<file path="src/include/gain_filter_cfg_pkg.sv">
/*
 package of constants for the serial gain and filter configuration port:
 control word layout, apb register offsets and reset values.
 assumes nothing beyond a systemverilog compiler.
*/
package gain_filter_cfg_pkg;

	// ============================================================
	// control word layout, bit 0 is the first data bit shifted
	localparam int unsigned CW_W       = 15;
	localparam int unsigned CNT_W      = 4;
	localparam logic [3:0]  BITS_LAST  = 4'hf;
	localparam int unsigned FILT_LSB   = 9;
	localparam int unsigned FILT_W     = 6;
	localparam int unsigned PWR_BIT    = 8;
	localparam int unsigned G1_LSB     = 6;
	localparam int unsigned G2_LSB     = 4;
	localparam int unsigned G3_LSB     = 2;
	localparam int unsigned GAIN_W     = 2;
	localparam int unsigned POST_BIT   = 1;
	localparam int unsigned OFS_BIT    = 0;
	localparam logic [5:0]  FILT_BYPASS_CODE = 6'h00;
	localparam logic [14:0] CW_RESET   = 15'h0000;

	// ============================================================
	// apb register map
	localparam int unsigned ADDR_W      = 12;
	localparam logic [11:0] OFS_WORD    = 12'h000;
	localparam logic [11:0] OFS_CONFIG  = 12'h004;
	localparam logic [11:0] OFS_STATUS  = 12'h008;
	localparam int unsigned CFG_WR_BIT  = 0;
	localparam int unsigned CFG_RD_BIT  = 1;
	localparam logic [1:0]  CFG_RESET   = 2'h3;
	localparam int unsigned ST_ACT_BIT  = 0;
	localparam int unsigned ST_REJ_BIT  = 1;
	localparam int unsigned ST_CNT_LSB  = 8;
	localparam int unsigned WCNT_W      = 8;

	// ============================================================
	// frame sequencer states
	typedef enum logic [2:0] {
		ST_IDLE,
		ST_SELECT,
		ST_WRITE,
		ST_READ,
		ST_IGNORE
	} frame_state_t;

endpackage

</file>
<file path="src/core/pin_sync.sv">
/*
 two flip-flop synchroniser for a group of independent pin levels.
 assumes each bit is a level that is stable for several pclk periods.
*/
`timescale 1ns/1ns
module pin_sync #(
	parameter int unsigned WIDTH = 3
) (
	input  wire logic             pclk,
	input  wire logic             presetn,
	input  wire logic [WIDTH-1:0] async_in,
	output logic      [WIDTH-1:0] sync_out
);

	logic [WIDTH-1:0] meta_q;

	// ============================================================
	// first stage is read by the second stage only
	always_ff @(posedge pclk or negedge presetn)
	begin
		if (!presetn)
		begin
			meta_q   <= '0;
			sync_out <= '0;
		end
		else
		begin
			meta_q   <= async_in;
			sync_out <= meta_q;
		end
	end

endmodule

</file>
<file path="src/core/control_word_decode.sv">
/*
 splits the applied control word into registered control fields for the
 analog chain. assumes the word changes only as a whole, in one cycle.
*/
`timescale 1ns/1ns
module control_word_decode (
	input  wire logic        pclk,
	input  wire logic        presetn,
	input  wire logic [14:0] word,
	output logic      [5:0]  filter_code,
	output logic             filter_bypass,
	output logic             power_high,
	output logic      [1:0]  first_gain_code,
	output logic      [1:0]  second_gain_stage_code,
	output logic      [1:0]  third_gain_stage_code,
	output logic             post_gain_high,
	output logic             offset_loop_off
);

	logic [5:0] code;

	assign code = word[gain_filter_cfg_pkg::FILT_LSB +: gain_filter_cfg_pkg::FILT_W];

	// ============================================================
	// every field moves on the same edge so the chain never sees a mix
	always_ff @(posedge pclk or negedge presetn)
	begin
		if (!presetn)
		begin
			filter_code            <= '0;
			filter_bypass          <= 1'b1;
			power_high             <= 1'b0;
			first_gain_code        <= '0;
			second_gain_stage_code <= '0;
			third_gain_stage_code  <= '0;
			post_gain_high         <= 1'b0;
			offset_loop_off        <= 1'b0;
		end
		else
		begin
			filter_code            <= code;
			filter_bypass          <= (code == gain_filter_cfg_pkg::FILT_BYPASS_CODE);
			power_high             <= word[gain_filter_cfg_pkg::PWR_BIT];
			first_gain_code        <= word[gain_filter_cfg_pkg::G1_LSB +: 2];
			second_gain_stage_code <= word[gain_filter_cfg_pkg::G2_LSB +: 2];
			third_gain_stage_code  <= word[gain_filter_cfg_pkg::G3_LSB +: 2];
			post_gain_high         <= word[gain_filter_cfg_pkg::POST_BIT];
			offset_loop_off        <= word[gain_filter_cfg_pkg::OFS_BIT];
		end
	end

endmodule

</file>
<file path="src/core/serial_gain_filter_config_port.sv">
/*
 serial configuration port of a dual channel filter and gain chain, with
 an apb slave for software readback and gating.
 assumes the serial pins come from another clock domain and toggle no
 faster than a few pclk periods; pclk runs at 100 mhz.
*/
// Operation
// - the first serial clock rise after the strobe falls samples data: one write, zero read.
// - a write captures the next fifteen bits on rising edges, lsb first.
// - the strobe rising after a write applies the whole new word at once.
// - a read shifts the stored word out lsb first on the next fifteen falling edges.
// - the strobe rising ends a read and releases the output pin.
// - one fifteen bit control word holds corner, gains, power mode and offset loop bit.
// - the corner field selects 1 mhz to 63 mhz in 1 mhz steps.
// - bypass disables the filters, routes around them and saves power.
// - the gains after the second and third stages are selectable among four steps.
// - one word bit switches the dc offset loop off.
// - one word bit selects power mode, updated with the rest.
// - the corner field is the corner in mhz as unsigned binary.
// - a corner field of zero selects filter bypass.
`timescale 1ns/1ns
module serial_gain_filter_config_port (
	input  wire logic        pclk,
	input  wire logic        presetn,
	input  wire logic [11:0] paddr,
	input  wire logic        psel,
	input  wire logic        penable,
	input  wire logic        pwrite,
	input  wire logic [31:0] pwdata,
	output logic      [31:0] prdata,
	output logic             pready,
	output logic             pslverr,
	input  wire logic        frame_strobe,
	input  wire logic        serial_clk,
	input  wire logic        serial_data,
	output logic             serial_out_reset_pin_o,
	output logic             serial_out_reset_pin_oe,
	output logic      [5:0]  filter_code,
	output logic             filter_bypass,
	output logic             power_high,
	output logic      [1:0]  first_gain_code,
	output logic      [1:0]  second_gain_stage_code,
	output logic      [1:0]  third_gain_stage_code,
	output logic             post_gain_high,
	output logic             offset_loop_off
);

	// ============================================================
	// pin synchronisation and edge detection

	logic [2:0] pins_s;
	logic       strobe_s;
	logic       sclk_s;
	logic       data_s;
	logic       sclk_prev_q;
	logic       strobe_prev_q;
	logic       sclk_rise;
	logic       sclk_fall;
	logic       strobe_rise;

	pin_sync #(
		.WIDTH    (3)
	) u_pin_sync (
		.pclk     (pclk),
		.presetn  (presetn),
		.async_in ({~frame_strobe, serial_clk, serial_data}),
		.sync_out (pins_s)
	);

	// strobe passes inverted so the zero reset of the stages matches its idle
	// high level and no false frame follows reset
	assign strobe_s = ~pins_s[2];
	assign sclk_s   = pins_s[1];
	assign data_s   = pins_s[0];

	always_ff @(posedge pclk or negedge presetn)
	begin
		if (!presetn)
		begin
			sclk_prev_q   <= 1'b0;
			strobe_prev_q <= 1'b1;
		end
		else
		begin
			sclk_prev_q   <= sclk_s;
			strobe_prev_q <= strobe_s;
		end
	end

	assign sclk_rise   = sclk_s & ~sclk_prev_q;
	assign sclk_fall   = ~sclk_s & sclk_prev_q;
	assign strobe_rise = strobe_s & ~strobe_prev_q;

	// ============================================================
	// frame sequencer

	gain_filter_cfg_pkg::frame_state_t state_q;

	logic [3:0]  bit_cnt_q;
	logic [14:0] shift_in_q;
	logic [14:0] word_q;
	logic [1:0]  cfg_q;
	logic        rejected_q;
	logic [7:0]  write_cnt_q;
	logic        bits_full;
	logic        apply_word;

	assign bits_full  = (bit_cnt_q == gain_filter_cfg_pkg::BITS_LAST);
	// a short write frame is dropped so a half written word never lands
	assign apply_word = strobe_rise && (state_q == gain_filter_cfg_pkg::ST_WRITE) && bits_full;

	always_ff @(posedge pclk or negedge presetn)
	begin
		if (!presetn)
		begin
			state_q <= gain_filter_cfg_pkg::ST_IDLE;
		end
		else if (strobe_s)
		begin
			state_q <= gain_filter_cfg_pkg::ST_IDLE;
		end
		else
		begin
			case (state_q)
				gain_filter_cfg_pkg::ST_IDLE:
				begin
					state_q <= gain_filter_cfg_pkg::ST_SELECT;
				end
				gain_filter_cfg_pkg::ST_SELECT:
				begin
					if (sclk_rise)
					begin
						if (data_s)
							state_q <= cfg_q[gain_filter_cfg_pkg::CFG_WR_BIT] ?
								gain_filter_cfg_pkg::ST_WRITE :
								gain_filter_cfg_pkg::ST_IGNORE;
						else
							state_q <= cfg_q[gain_filter_cfg_pkg::CFG_RD_BIT] ?
								gain_filter_cfg_pkg::ST_READ :
								gain_filter_cfg_pkg::ST_IGNORE;
					end
				end
				gain_filter_cfg_pkg::ST_WRITE,
				gain_filter_cfg_pkg::ST_READ,
				gain_filter_cfg_pkg::ST_IGNORE:
				begin
					state_q <= state_q;
				end
				default:
				begin
					state_q <= gain_filter_cfg_pkg::ST_IDLE;
				end
			endcase
		end
	end

	// bit counter: rising edges in a write, falling edges in a read
	always_ff @(posedge pclk or negedge presetn)
	begin
		if (!presetn)
		begin
			bit_cnt_q <= '0;
		end
		else if (state_q != gain_filter_cfg_pkg::ST_WRITE &&
			state_q != gain_filter_cfg_pkg::ST_READ)
		begin
			bit_cnt_q <= '0;
		end
		else if (!bits_full && !strobe_s &&
			((state_q == gain_filter_cfg_pkg::ST_WRITE && sclk_rise) ||
			(state_q == gain_filter_cfg_pkg::ST_READ && sclk_fall)))
		begin
			bit_cnt_q <= bit_cnt_q + 4'h1;
		end
	end

	// ============================================================
	// write path

	always_ff @(posedge pclk or negedge presetn)
	begin
		if (!presetn)
		begin
			shift_in_q <= '0;
		end
		else if (state_q == gain_filter_cfg_pkg::ST_WRITE && sclk_rise && !bits_full && !strobe_s)
		begin
			shift_in_q[bit_cnt_q] <= data_s;
		end
	end

	// no reset value is defined for the word; zero means filter bypass
	always_ff @(posedge pclk or negedge presetn)
	begin
		if (!presetn)
		begin
			word_q <= gain_filter_cfg_pkg::CW_RESET;
		end
		else if (apply_word)
		begin
			word_q <= shift_in_q;
		end
	end

	always_ff @(posedge pclk or negedge presetn)
	begin
		if (!presetn)
		begin
			rejected_q  <= 1'b0;
			write_cnt_q <= '0;
		end
		else if (strobe_rise && state_q == gain_filter_cfg_pkg::ST_WRITE)
		begin
			rejected_q  <= !bits_full;
			write_cnt_q <= bits_full ? write_cnt_q + 8'h01 : write_cnt_q;
		end
	end

	// ============================================================
	// read path: pin is driven only between the select bit and frame end

	always_ff @(posedge pclk or negedge presetn)
	begin
		if (!presetn)
		begin
			serial_out_reset_pin_o  <= 1'b0;
			serial_out_reset_pin_oe <= 1'b0;
		end
		else if (strobe_s || state_q != gain_filter_cfg_pkg::ST_READ)
		begin
			serial_out_reset_pin_o  <= 1'b0;
			serial_out_reset_pin_oe <= 1'b0;
		end
		else if (sclk_fall && !bits_full)
		begin
			serial_out_reset_pin_o  <= word_q[bit_cnt_q];
			serial_out_reset_pin_oe <= 1'b1;
		end
	end

	control_word_decode u_decode (
		.pclk                   (pclk),
		.presetn                (presetn),
		.word                   (word_q),
		.filter_code            (filter_code),
		.filter_bypass          (filter_bypass),
		.power_high             (power_high),
		.first_gain_code        (first_gain_code),
		.second_gain_stage_code (second_gain_stage_code),
		.third_gain_stage_code  (third_gain_stage_code),
		.post_gain_high         (post_gain_high),
		.offset_loop_off        (offset_loop_off)
	);

	// ============================================================
	// apb slave, one wait state on every access

	logic access_first;
	logic access_done;

	function automatic logic addr_hit(input logic [11:0] addr);
		addr_hit = (addr == gain_filter_cfg_pkg::OFS_WORD) ||
			(addr == gain_filter_cfg_pkg::OFS_CONFIG) ||
			(addr == gain_filter_cfg_pkg::OFS_STATUS);
	endfunction

	function automatic logic [31:0] read_mux(input logic [11:0] addr);
		logic [31:0] v;
		v = '0;
		case (addr)
			gain_filter_cfg_pkg::OFS_WORD:
				v[14:0] = word_q;
			gain_filter_cfg_pkg::OFS_CONFIG:
				v[1:0] = cfg_q;
			gain_filter_cfg_pkg::OFS_STATUS:
			begin
				v[gain_filter_cfg_pkg::ST_ACT_BIT] = !strobe_s;
				v[gain_filter_cfg_pkg::ST_REJ_BIT] = rejected_q;
				v[gain_filter_cfg_pkg::ST_CNT_LSB +: 8] = write_cnt_q;
			end
			default:
				v = '0;
		endcase
		read_mux = v;
	endfunction

	assign access_first = psel && penable && !pready;
	assign access_done  = psel && penable && pready;

	always_ff @(posedge pclk or negedge presetn)
	begin
		if (!presetn)
		begin
			pready  <= 1'b0;
			prdata  <= '0;
			pslverr <= 1'b0;
		end
		else
		begin
			pready  <= access_first;
			prdata  <= access_first && !pwrite ? read_mux(paddr) : '0;
			pslverr <= access_first && !addr_hit(paddr);
		end
	end

	// writes land on the edge where the master sees pready high
	always_ff @(posedge pclk or negedge presetn)
	begin
		if (!presetn)
		begin
			cfg_q <= gain_filter_cfg_pkg::CFG_RESET;
		end
		else if (access_done && pwrite && paddr == gain_filter_cfg_pkg::OFS_CONFIG)
		begin
			cfg_q <= pwdata[1:0];
		end
	end

endmodule

</file>
<file path="config.mk">
export PLATFORM = sky130hd
export DESIGN_NAME = serial_gain_filter_config_port
export DESIGN_NICKNAME = d
export VERILOG_FILES = /design/src/include/gain_filter_cfg_pkg.sv /design/src/core/pin_sync.sv /design/src/core/control_word_decode.sv /design/src/core/serial_gain_filter_config_port.sv
export SDC_FILE = /design/constraint.sdc
export NUM_CORES = 1
export LEC_CHECK = 0
export BUFFER_PORTS_ARGS = -buffer_cell sky130_fd_sc_hd__buf_2
export CELL_PAD_IN_SITES_DETAIL_PLACEMENT = 2
export CELL_PAD_IN_SITES_GLOBAL_PLACEMENT = 2
export CORE_MARGIN = 2
export CORE_UTILIZATION = 33
export DETAILED_ROUTE_END_ITERATION = 12
export GPL_TIMING_DRIVEN = 0
export PLACE_DENSITY_LB_ADDON = 0.1
export SLEW_MARGIN = 20
export SYNTH_ARGS = -nofsm -noshare
export SYNTH_HDL_FRONTEND = slang
export SYNTH_HIERARCHICAL = 1
export SYNTH_SLANG_ARGS = --single-unit
</file>
<file path="constraint.sdc">
create_clock -name pclk -period 2.4 [get_ports pclk]
set_input_delay 0 -clock pclk [delete_from_list [all_inputs] [get_ports pclk]]
set_output_delay 0 -clock pclk [all_outputs]
set_load 0.02 [all_outputs]
</file>
==> flow_metrics.py, run 1 <==
metrics = {
    "routing": {
        "route.detailed.drc": 0,
        "wl_per_cell_um": 17.1,
        "drt_iter0_drc": 102,
        "drt_wl_total_um": 9170,
        "first_pass_iters": 4,
        "drtAntennaViolNets": 0,
        "vias": 2557,
        "routed_via_density": 4.77,
    },
    "status": {
        "outcome": "finished, final reports clean",
    },
    "setup_path": {
        "startpoint": "bit_cnt_q[0]",
        "startpoint_type": "flop",
        "worstSetupPathType": "reg2reg",
        "slowest_stage": "dfrtp_1",
        "crit_path_max_fanout": 10,
        "rrSetupSlack_ns": 0.18,
        "cp.required_ns": 2.62,
        "worst_setup_path_end_kind": "flop",
        "crit_cells": 6,
        "reg2reg_depth": 6,
        "worst_path_most_repeated_cell": "buf_4",
        "crit-reg2reg-capture": "word_q[7]",
        "endpoint": "word_q[7]",
        "r2r_start": "bit_cnt_q[0]",
        "crit_chain": "ha_1 -> and3_4 -> and3_1 -> buf_4 -> buf_4 -> mux2_2",
        "crit_family": "flip-flops",
        "cp.buffers_inverters": 2,
        "slowest_delay_ns": 0.48,
        "arrival_ns": 2.44,
    },
    "worst_hold_path": {
        "min_path_type": "in2reg",
    },
    "die": {
        "die_w_um": 113,
        "coreArea_um2": 11500,
        "die_height_um": 113,
        "start_util_pct": 34.0,
        "die_area_um2": 12700,
        "ioPinCount": 104,
        "fp-row-count": 39,
    },
    "global_route": {
        "grt_max_degree": 48,
        "grt_usage_pct": 15.6,
        "grt_pass1_vias": 2802,
        "grt_pass1_wl_um": 15200,
        "gr-total-overflow": 0,
        "antenna_found_initial": 0,
    },
    "timing": {
        "holdWs_ns": 0.0309,
        "setup-tns-final_ns": 0,
        "post-route-period-util_pct": 92.5,
        "fmax_ghz": 0.450,
        "rsz0062_at_grt": "false",
        "hold_viol": 0,
        "worstMarginPinSlew_ns": 0.877,
        "finalSetupViolCount": 0,
        "max_slew_margin_pct": 41.1,
        "final_max_slew_viol_count": 0,
        "finalClockSkew_ns": 0.00653,
        "period_needed_ns": 2.22,
    },
    "pwr": {
        "p_per_area_nw_per_um2": 628,
        "seqPwrFrac_pct": 52.2,
        "p_clk_share_pct": 42.7,
        "power_frac_comb_pct": 5.1,
        "power_switching_share_pct": 22.8,
        "switchingPower_mw": 0.687,
        "power_mw": 3.01,
        "leakagePower_nw": 2.37,
        "p_int_mw": 2.32,
        "vdd_ir_drop_max_mv": 0.259,
    },
    "cts": {
        "cts_tree": "built",
        "clock_path_buffers": 2,
        "root_buffer": "clkbuf_16",
        "cts_resized": 0,
        "path_clk_slew_ns": 0.06,
        "holdBufCountCts": 8,
        "numCtsBuffers": 9,
        "h-tree-depth": 3,
        "post_cts_buffers": 0,
        "insertion_delay_ns": 0.34,
        "cts_sinks": 92,
    },
    "logic_synthesis": {
        "seq_area_frac_synth_pct": 59.2,
        "netlist_instances": 296,
        "ys_top_cells_by_area": "dfrtp_1 57%, mux2_2 10%, buf_4 3.9%",
        "synth_area_leader_cell": "dfrtp_1",
        "postSynthAreaPerCell_um2": 13.2,
        "synth_cell_type_count": 47,
        "synthArstFlopShare_pct": 100,
        "syn_area_um2": 3900,
        "synth_ff_type": "dfrtp_1",
        "yosysWarnings": 6,
        "synth_edf_count": 0,
        "synth_seq_cells": 92,
        "synth_top_area_share_pct": 56.5,
    },
    "run": {
        "maxCapViolations": 0,
    },
    "final_layout": {
        "final_cell_mix": "88 x dfrtp_1, 58 x buf_2, 35 x mux2_2",
        "layout-drive-gt1-share_pct": 37.9,
        "antennaDiodeCount": 0,
        "fillCellCount": 1200,
        "regArea_um2": 2310,
        "fin_nets": 445,
        "final_common_cell": "dfrtp_1",
        "multiInputGateArea_um2": 1440,
        "area_growth_pct": 23.1,
    },
    "place": {
        "io_buffers": 57,
        "globalplace.congestion": 0.724,
        "hpwl_um": 6460,
    },
}
[tightest hold or removal path, stage by stage]
cell,delay [ns]
buf_2,0.08
nor2_1,0.04
nand4_1,0.15
nor2_1,0.07
[cells by family (layout without fill, tap and decap cells)]
group           count (synthesis)  after routing  synth area share, %
buf+inv                        33            115                 5.36
fa+ha+maj                       5              5                 1.61
xor+xnor                        9              9                 2.02
other cells                     1             16               0.0962
flops                          92             92                 59.2
compound gates                 14             14                 3.18
simple gates                   93             93                 13.8
mux                            49             49                 14.7
[per-layer routing]
metal | up-vias | track usage, % | part of all wire (%)
met2 | 64 | 25.0 | 48
met3 | 10 | 3.40 | 4.4
met1 | 1311 | 20.9 | 46
met5 | - | 0 | 0
li1 | 1172 | - | -
met4 | 0 | 6.10 | 1.7
[worst min-delay path by stage]
stage,slack [ns],cells after the start,startpoint,endpoint
after floorplan,-0.30,0,presetn,bit_cnt_q[0]
after global placement,0.11,1,serial_data,u_pin_sync/meta_q[0]
after detailed placement,-0.03,1,presetn,pready
after CTS,0.02,4,paddr[6],prdata[0]
after global routing,0.05,4,paddr[6],prdata[0]
final,0.03,4,paddr[6],prdata[0]
[cells in the mapped netlist, types with 2 or more instances]
master    number
a21oi_1        7
and2_1         6
and3_1         3
buf_2          2
buf_4         20
clkbuf_1       3
dfrtp_1       88
dfstp_2        4
ha_1           5
inv_1          7
mux2_2        35
mux2i_1       11
mux4_2         3
nand2_1       24
nand2b_1       2
nand3_1        3
nand3b_1       3
nand4_1        5
nor2_1        21
nor2b_1        3
nor3_1         5
nor4_1         2
nor4_2         3
xnor2_1        8
[state kept, by name (all words and copies together) (netlist names), 2 cells and up]
signal,cells
word_q,15
prdata,16
u_pin_sync/meta_q,3
u_decode/second_gain_stage_code,2
u_decode/first_gain_code,2
shift_in_q,15
write_cnt_q,8
u_decode/third_gain_stage_code,2
bit_cnt_q,4
u_pin_sync/sync_out,3
state_q,3
cfg_q,2
u_decode/filter_code,6
[stage by stage]
step,setup WS (ns),area [um2],cells,utilization [%]
after global routing,0.0811,4790,536,41.8
after global placement,0.215,4420,511,38.5
after CTS,0.157,4790,536,41.8
final,0.180,4790,536,41.8
after detailed placement,0.174,4450,512,38.8
after floorplan,0.557,3950,311,-
[final cells by class]
class | instances | area share (%)
Buffer | 26 | 3.81
Clock buffer | 12 | 4.93
Clock inverter | 4 | 0.574
Inverter | 7 | 0.548
Multi-Input combinational cell | 186 | 30.0
Sequential cell | 92 | 48.1
Tap cell | 143 | 3.73
Timing Repair Buffer | 66 | 8.32
[power by group through the flow]
stage	clock [mW]	sequential [mW]	combinational [mW]
after floorplan	0	1.60	0.0739
after global placement	0	1.60	0.137
after detailed placement	0	1.60	0.146
after CTS	1.34	1.57	0.157
after global routing	1.39	1.57	0.172
final	1.29	1.57	0.154
No activity file was read; power rests on OpenSTA's default activity.
==> run 2: changes to the inputs <==
BUFFER_PORTS_ARGS = unset   (was -buffer_cell sky130_fd_sc_hd__buf_2)
DONT_BUFFER_PORTS = 1   (was unset)
==> run 2 against run 1 <==
  * Die area is the same
  * Final area is 4.1% lower
  * Utilization down 1.7 points
  * Routed wire length is 2.3% lower
  * Critical endpoint is now prdata[3]
==> flow_metrics.py, run 2 (same netlist as run 1, synthesis figures left out) <==
metrics = {
    "timing": {
        "hold_viol": 0,
        "final_max_slew_viol_count": 0,
        "post-route-period-util_pct": 92.2,
        "setup-tns-final_ns": 0,
        "max_slew_margin_pct": 37.7,
        "fmax_ghz": 0.452,
        "period_needed_ns": 2.21,
        "finalClockSkew_ns": 0.00547,
        "holdWs_ns": 0.0227,
        "rsz0062_at_grt": "false",
        "finalSetupViolCount": 0,
        "worstMarginPinSlew_ns": 0.928,
    },
    "pwr": {
        "leakagePower_nw": 2.15,
        "p_clk_share_pct": 45.7,
        "p_int_mw": 2.43,
        "power_switching_share_pct": 22.9,
        "power_mw": 3.15,
        "vdd_ir_drop_max_mv": 0.361,
        "power_frac_comb_pct": 4.3,
        "p_per_area_nw_per_um2": 685,
        "switchingPower_mw": 0.722,
        "seqPwrFrac_pct": 50.0,
    },
    "status": {
        "outcome": "finished, final reports clean",
    },
    "final_layout": {
        "fin_nets": 394,
        "layout-drive-gt1-share_pct": 27.8,
        "reg_top3": "prdata x16, shift_in_q x15, word_q x15",
        "fillCellCount": 1167,
        "final_cell_mix": "88 x dfrtp_1, 35 x mux2_2, 24 x nand2_1",
        "regArea_um2": 2310,
        "finish.instance_area_um2": 4600,
        "largest_reg_flops": 16,
        "multiInputGateArea_um2": 1440,
        "antennaDiodeCount": 0,
        "top_register": "prdata",
        "finish.utilization_pct": 40.1,
        "area_growth_pct": 18.0,
        "final_common_cell": "dfrtp_1",
    },
    "place": {
        "hpwl_um": 5870,
        "globalplace.congestion": 0.727,
        "io_buffers": 0,
        "post_dp_cell_area_um2": 4130,
    },
    "routing": {
        "first_pass_iters": 5,
        "wl_per_cell_um": 18.5,
        "drt_iter0_drc": 65,
        "routed_via_density": 4.92,
        "drt_wl_total_um": 8960,
        "vias": 2386,
        "drtAntennaViolNets": 0,
        "route.detailed.drc": 0,
    },
    "die": {
        "die_area_um2": 12700,
        "fp-row-count": 39,
        "die_w_um": 113,
        "die_height_um": 113,
        "ioPinCount": 104,
        "start_util_pct": 34.0,
        "coreArea_um2": 11500,
    },
    "global_route": {
        "grt_usage_pct": 15.1,
        "grt_max_degree": 93,
        "grt_pass1_vias": 2592,
        "grt_pass1_wl_um": 14300,
        "gr-total-overflow": 0,
        "antenna_found_initial": 0,
    },
    "setup_path": {
        "endpoint": "prdata[3]",
        "worst_setup_path_end_kind": "flop",
        "worstSetupPathType": "reg2reg",
        "startpoint_type": "flop",
        "cp.required_ns": 2.69,
        "rrSetupSlack_ns": 0.19,
        "r2r_start": "pready",
        "startpoint": "pready",
        "reg2reg_depth": 4,
        "crit_path_max_fanout": 6,
        "crit-reg2reg-capture": "prdata[3]",
        "arrival_ns": 2.50,
    },
    "worst_hold_path": {
        "holdPathStages": 3,
        "min_path_type": "in2reg",
    },
    "cts": {
        "path_clk_slew_ns": 0.07,
        "root_buffer": "clkbuf_16",
        "cts_sinks": 92,
        "numCtsBuffers": 9,
        "insertion_delay_ns": 0.35,
        "cts_tree": "built",
        "h-tree-depth": 3,
        "post_cts_buffers": 0,
        "clock_path_buffers": 2,
    },
    "run": {
        "maxCapViolations": 0,
    },
}
run 2: cell count changes in the layout (fill, tap and decap cells not counted), sizes merged:
cell	before	now
buf	81	24
dlygate4sd3	8	14
clkbuf	15	12
clkinv	1	3
clkinvlp	3	1
inv	7	9
bufinv	0	1
run 2: worst min-delay path by stage:
stage,end,from,slack [ns]
after global placement,prdata[1],presetn,-0.29
after global routing,prdata[15],paddr[3],0.02
after detailed placement,prdata[0],presetn,-0.29
final,prdata[15],paddr[3],0.02
after floorplan,bit_cnt_q[0],presetn,-0.30
after CTS,prdata[15],paddr[3],0.01
run 2: critical path, cell delays in order (launching register included):
cell and delay, ns:
dfrtp_1 0.51, nor4bb_1 0.40, nand4_1 0.23, nor3_1 0.76, and2_1 0.24
run 2: power groups by stage:
| stage | sequential (mW) | combinational (mW) | clock [mW] |
|---|---|---|---|
| final | 1.57 | 0.136 | 1.44 |
| after global routing | 1.57 | 0.152 | 1.55 |
| after CTS | 1.57 | 0.139 | 1.49 |
| after detailed placement | 1.60 | 0.0836 | 0 |
| after floorplan | 1.60 | 0.0739 | 0 |
| after global placement | 1.60 | 0.0832 | 0 |
run 2: per-layer routing:
metal / up-vias / routed length [um] / track usage, %
li1: 1069 / - / -
met1: 1240 / 4020 / 19.9
met2: 68 / 4330 / 23.2
met3: 9 / 475 / 4.43
met4: 0 / 130 / 6.50
met5: - / 0 / 0
run 2: cell type report:
class | instances | area share [%]
buffer | 26 | 3.97
clock inverter | 7 | 1.61
multi-input combinational | 186 | 31.2
inverter | 7 | 0.571
tap | 143 | 3.89
timing repair buffer | 15 | 3.65
sequential | 92 | 50.2
clock buffer | 9 | 4.90
run 2: through the flow:
step                      setup slack [ns]  cells
after floorplan                      0.557    311
after global placement               0.203    454
after detailed placement             0.214    454
after CTS                            0.181    485
after global routing                0.0325    485
final                                0.188    485
run 2: what timing repair did:
item / in CTS / in global routing
gates resized for setup: 0 / 0
hold endpoints to repair: 107 / 0
hold buffers: 15 / 0
==> run 3: changes to the inputs <==
CORE_UTILIZATION = 41   (was 33)
==> run 3 against run 2 <==
  * Utilization grew 8.4 points
  * Cell count shrank 2.9%
  * Final area shrank 2.6%
  * Non-clock buffer count is the same
  * Global-route usage grew 3.6 points
  * Total power shrank 12%
  * Die area shrank 19%
  * Critical path depth grew 2
  * Maximum frequency shrank 0.81%
  * Combinational power is essentially flat
  * Setup slack lost 0.018 ns
  * Sequential share of layout area grew 1.3 points
  * Highest routed layer unchanged
==> flow_metrics.py, run 3 (same netlist as run 1, synthesis figures left out) <==
metrics = {
    "timing": {
        "period_needed_ns": 2.23,
        "finalClockSkew_ns": 0.0140,
        "rsz0062_at_grt": "false",
        "worstMarginPinSlew_ns": 0.751,
        "final.setup.worst_slack_ns": 0.170,
        "final_max_slew_viol_count": 0,
        "post-route-period-util_pct": 92.9,
        "setup-tns-final_ns": 0,
        "fmax_ghz": 0.448,
        "max_slew_margin_pct": 49.5,
        "hold_viol": 0,
        "finalSetupViolCount": 0,
    },
    "final_layout": {
        "fin_nets": 394,
        "area_growth_pct": 15.0,
        "reg_top3": "prdata x16, shift_in_q x15, word_q x15",
        "final_cell_mix": "88 x dfrtp_1, 35 x mux2_2, 24 x nand2_1",
        "regArea_um2": 2310,
        "top_register": "prdata",
        "antennaDiodeCount": 0,
        "largest_reg_flops": 16,
        "layout-drive-gt1-share_pct": 27.8,
        "multiInputGateArea_um2": 1440,
        "final_common_cell": "dfrtp_1",
        "finish.instance_area_um2": 4480,
        "fillCellCount": 910,
    },
    "cts": {
        "insertion_delay_ns": 0.36,
        "cts_sinks": 92,
        "path_clk_slew_ns": 0.10,
        "clock_path_buffers": 2,
        "h-tree-depth": 3,
        "numCtsBuffers": 9,
        "root_buffer": "clkbuf_8",
        "cts_tree": "built",
    },
    "global_route": {
        "grt_pass1_wl_um": 14300,
        "grt_pass1_vias": 2625,
        "grt_usage_pct": 18.7,
        "antenna_found_initial": 0,
        "gr-total-overflow": 0,
        "grt_max_degree": 93,
    },
    "setup_path": {
        "worst_setup_path_end_kind": "flop",
        "startpoint": "bit_cnt_q[0]",
        "cp.required_ns": 2.64,
        "slowest_stage": "dfrtp_1",
        "r2r_start": "bit_cnt_q[0]",
        "crit_chain": "ha_1 -> and3_4 -> and3_1 -> buf_4 -> buf_4 -> mux2_2",
        "worstSetupPathType": "reg2reg",
        "slowest_delay_ns": 0.49,
        "worst_path_most_repeated_cell": "buf_4",
        "arrival_ns": 2.47,
        "crit_path_max_fanout": 10,
        "rrSetupSlack_ns": 0.17,
        "startpoint_type": "flop",
    },
    "place": {
        "io_buffers": 0,
        "hpwl_um": 5990,
        "dp_slack_ns": 0.192,
        "globalplace.congestion": 0.762,
        "post_dp_cell_area_um2": 4110,
    },
    "die": {
        "fp-row-count": 35,
        "coreArea_um2": 9240,
        "ioPinCount": 104,
        "die_w_um": 101,
        "die_height_um": 101,
        "start_util_pct": 42.2,
        "die_area_um2": 10300,
    },
    "routing": {
        "drt_wl_total_um": 9050,
        "vias": 2348,
        "drt_iter0_drc": 36,
        "routed_via_density": 4.99,
        "first_pass_iters": 4,
        "route.detailed.drc": 0,
        "drtAntennaViolNets": 0,
        "wl_per_cell_um": 19.2,
    },
    "pwr": {
        "leakagePower_nw": 2.10,
        "vdd_ir_drop_max_mv": 0.251,
        "p_per_area_nw_per_um2": 621,
        "power_mw": 2.78,
    },
    "run": {
        "maxCapViolations": 0,
    },
    "status": {
        "outcome": "finished, final reports clean",
    },
    "worst_hold_path": {
        "hold_path_startpoint": "paddr[2]",
        "min_path_type": "in2reg",
    },
}
-- run 3: layout make-up --
class,count,share of cell area [%]
flip-flops and latches,92,51.5
repair buffers,15,3.74
plain buffers,26,4.08
inverters,7,0.586
well taps,129,3.60
multi-input cells,186,32.1
clock inverters,7,1.68
clock buffers,9,2.76
-- run 3: power by group --
| group | internal (mW) | switching (mW) |
|---|---|---|
| registers | 1.56 | 0.0127 |
| clock network | 0.487 | 0.589 |
| logic | 0.0516 | 0.0837 |
-- run 3: worst paths after layout --
check | to | cells past startpoint
worst max-delay path | word_q[8] | 6
worst min-delay path | prdata[1] | 3
worst max register to register | word_q[8] | 6
worst min register to register | u_pin_sync/sync_out[1] | 0
max in group asynchronous | u_decode/filter_bypass | 2
min in group asynchronous | state_q[1] | 2
-- run 3: routing by layer --
layer  track usage [%]  part of all wire (%)  vias up
met5                 0                     0        -
met3              3.24                   3.7       11
li1                  -                     -     1057
met4              7.80                   2.0        0
met2              31.5                    50       58
met1              23.8                    44     1222
-- run 3: worst max-delay path, delay by kind of cell (launching register included) --
family	cells	cell delay [ns]
and+or+nand+nor	2	0.48
DFF	1	0.49
adders and majority gates	1	0.42
buffers and inverters	2	0.37
muxes	1	0.35
-- run 3: per-stage QoR --
step                      cells  hold slack [ns]  util, %
after floorplan             311           -0.296        -
after global placement      440           -0.294     44.5
after detailed placement    440           -0.294     44.5
after CTS                   471          0.00589     48.5
after global routing        471           0.0382     48.5
final                       471           0.0115     48.5
-- run 3: what timing repair did --
| item | in CTS | in global routing |
|---|---|---|
| buffers inserted | 0 | 0 |
| hold buffers | 15 | 0 |
| resized for setup | 0 | 0 |
| endpoints found under the setup margin | 0 | 0 |
| hold endpoints to repair | 108 | 0 |
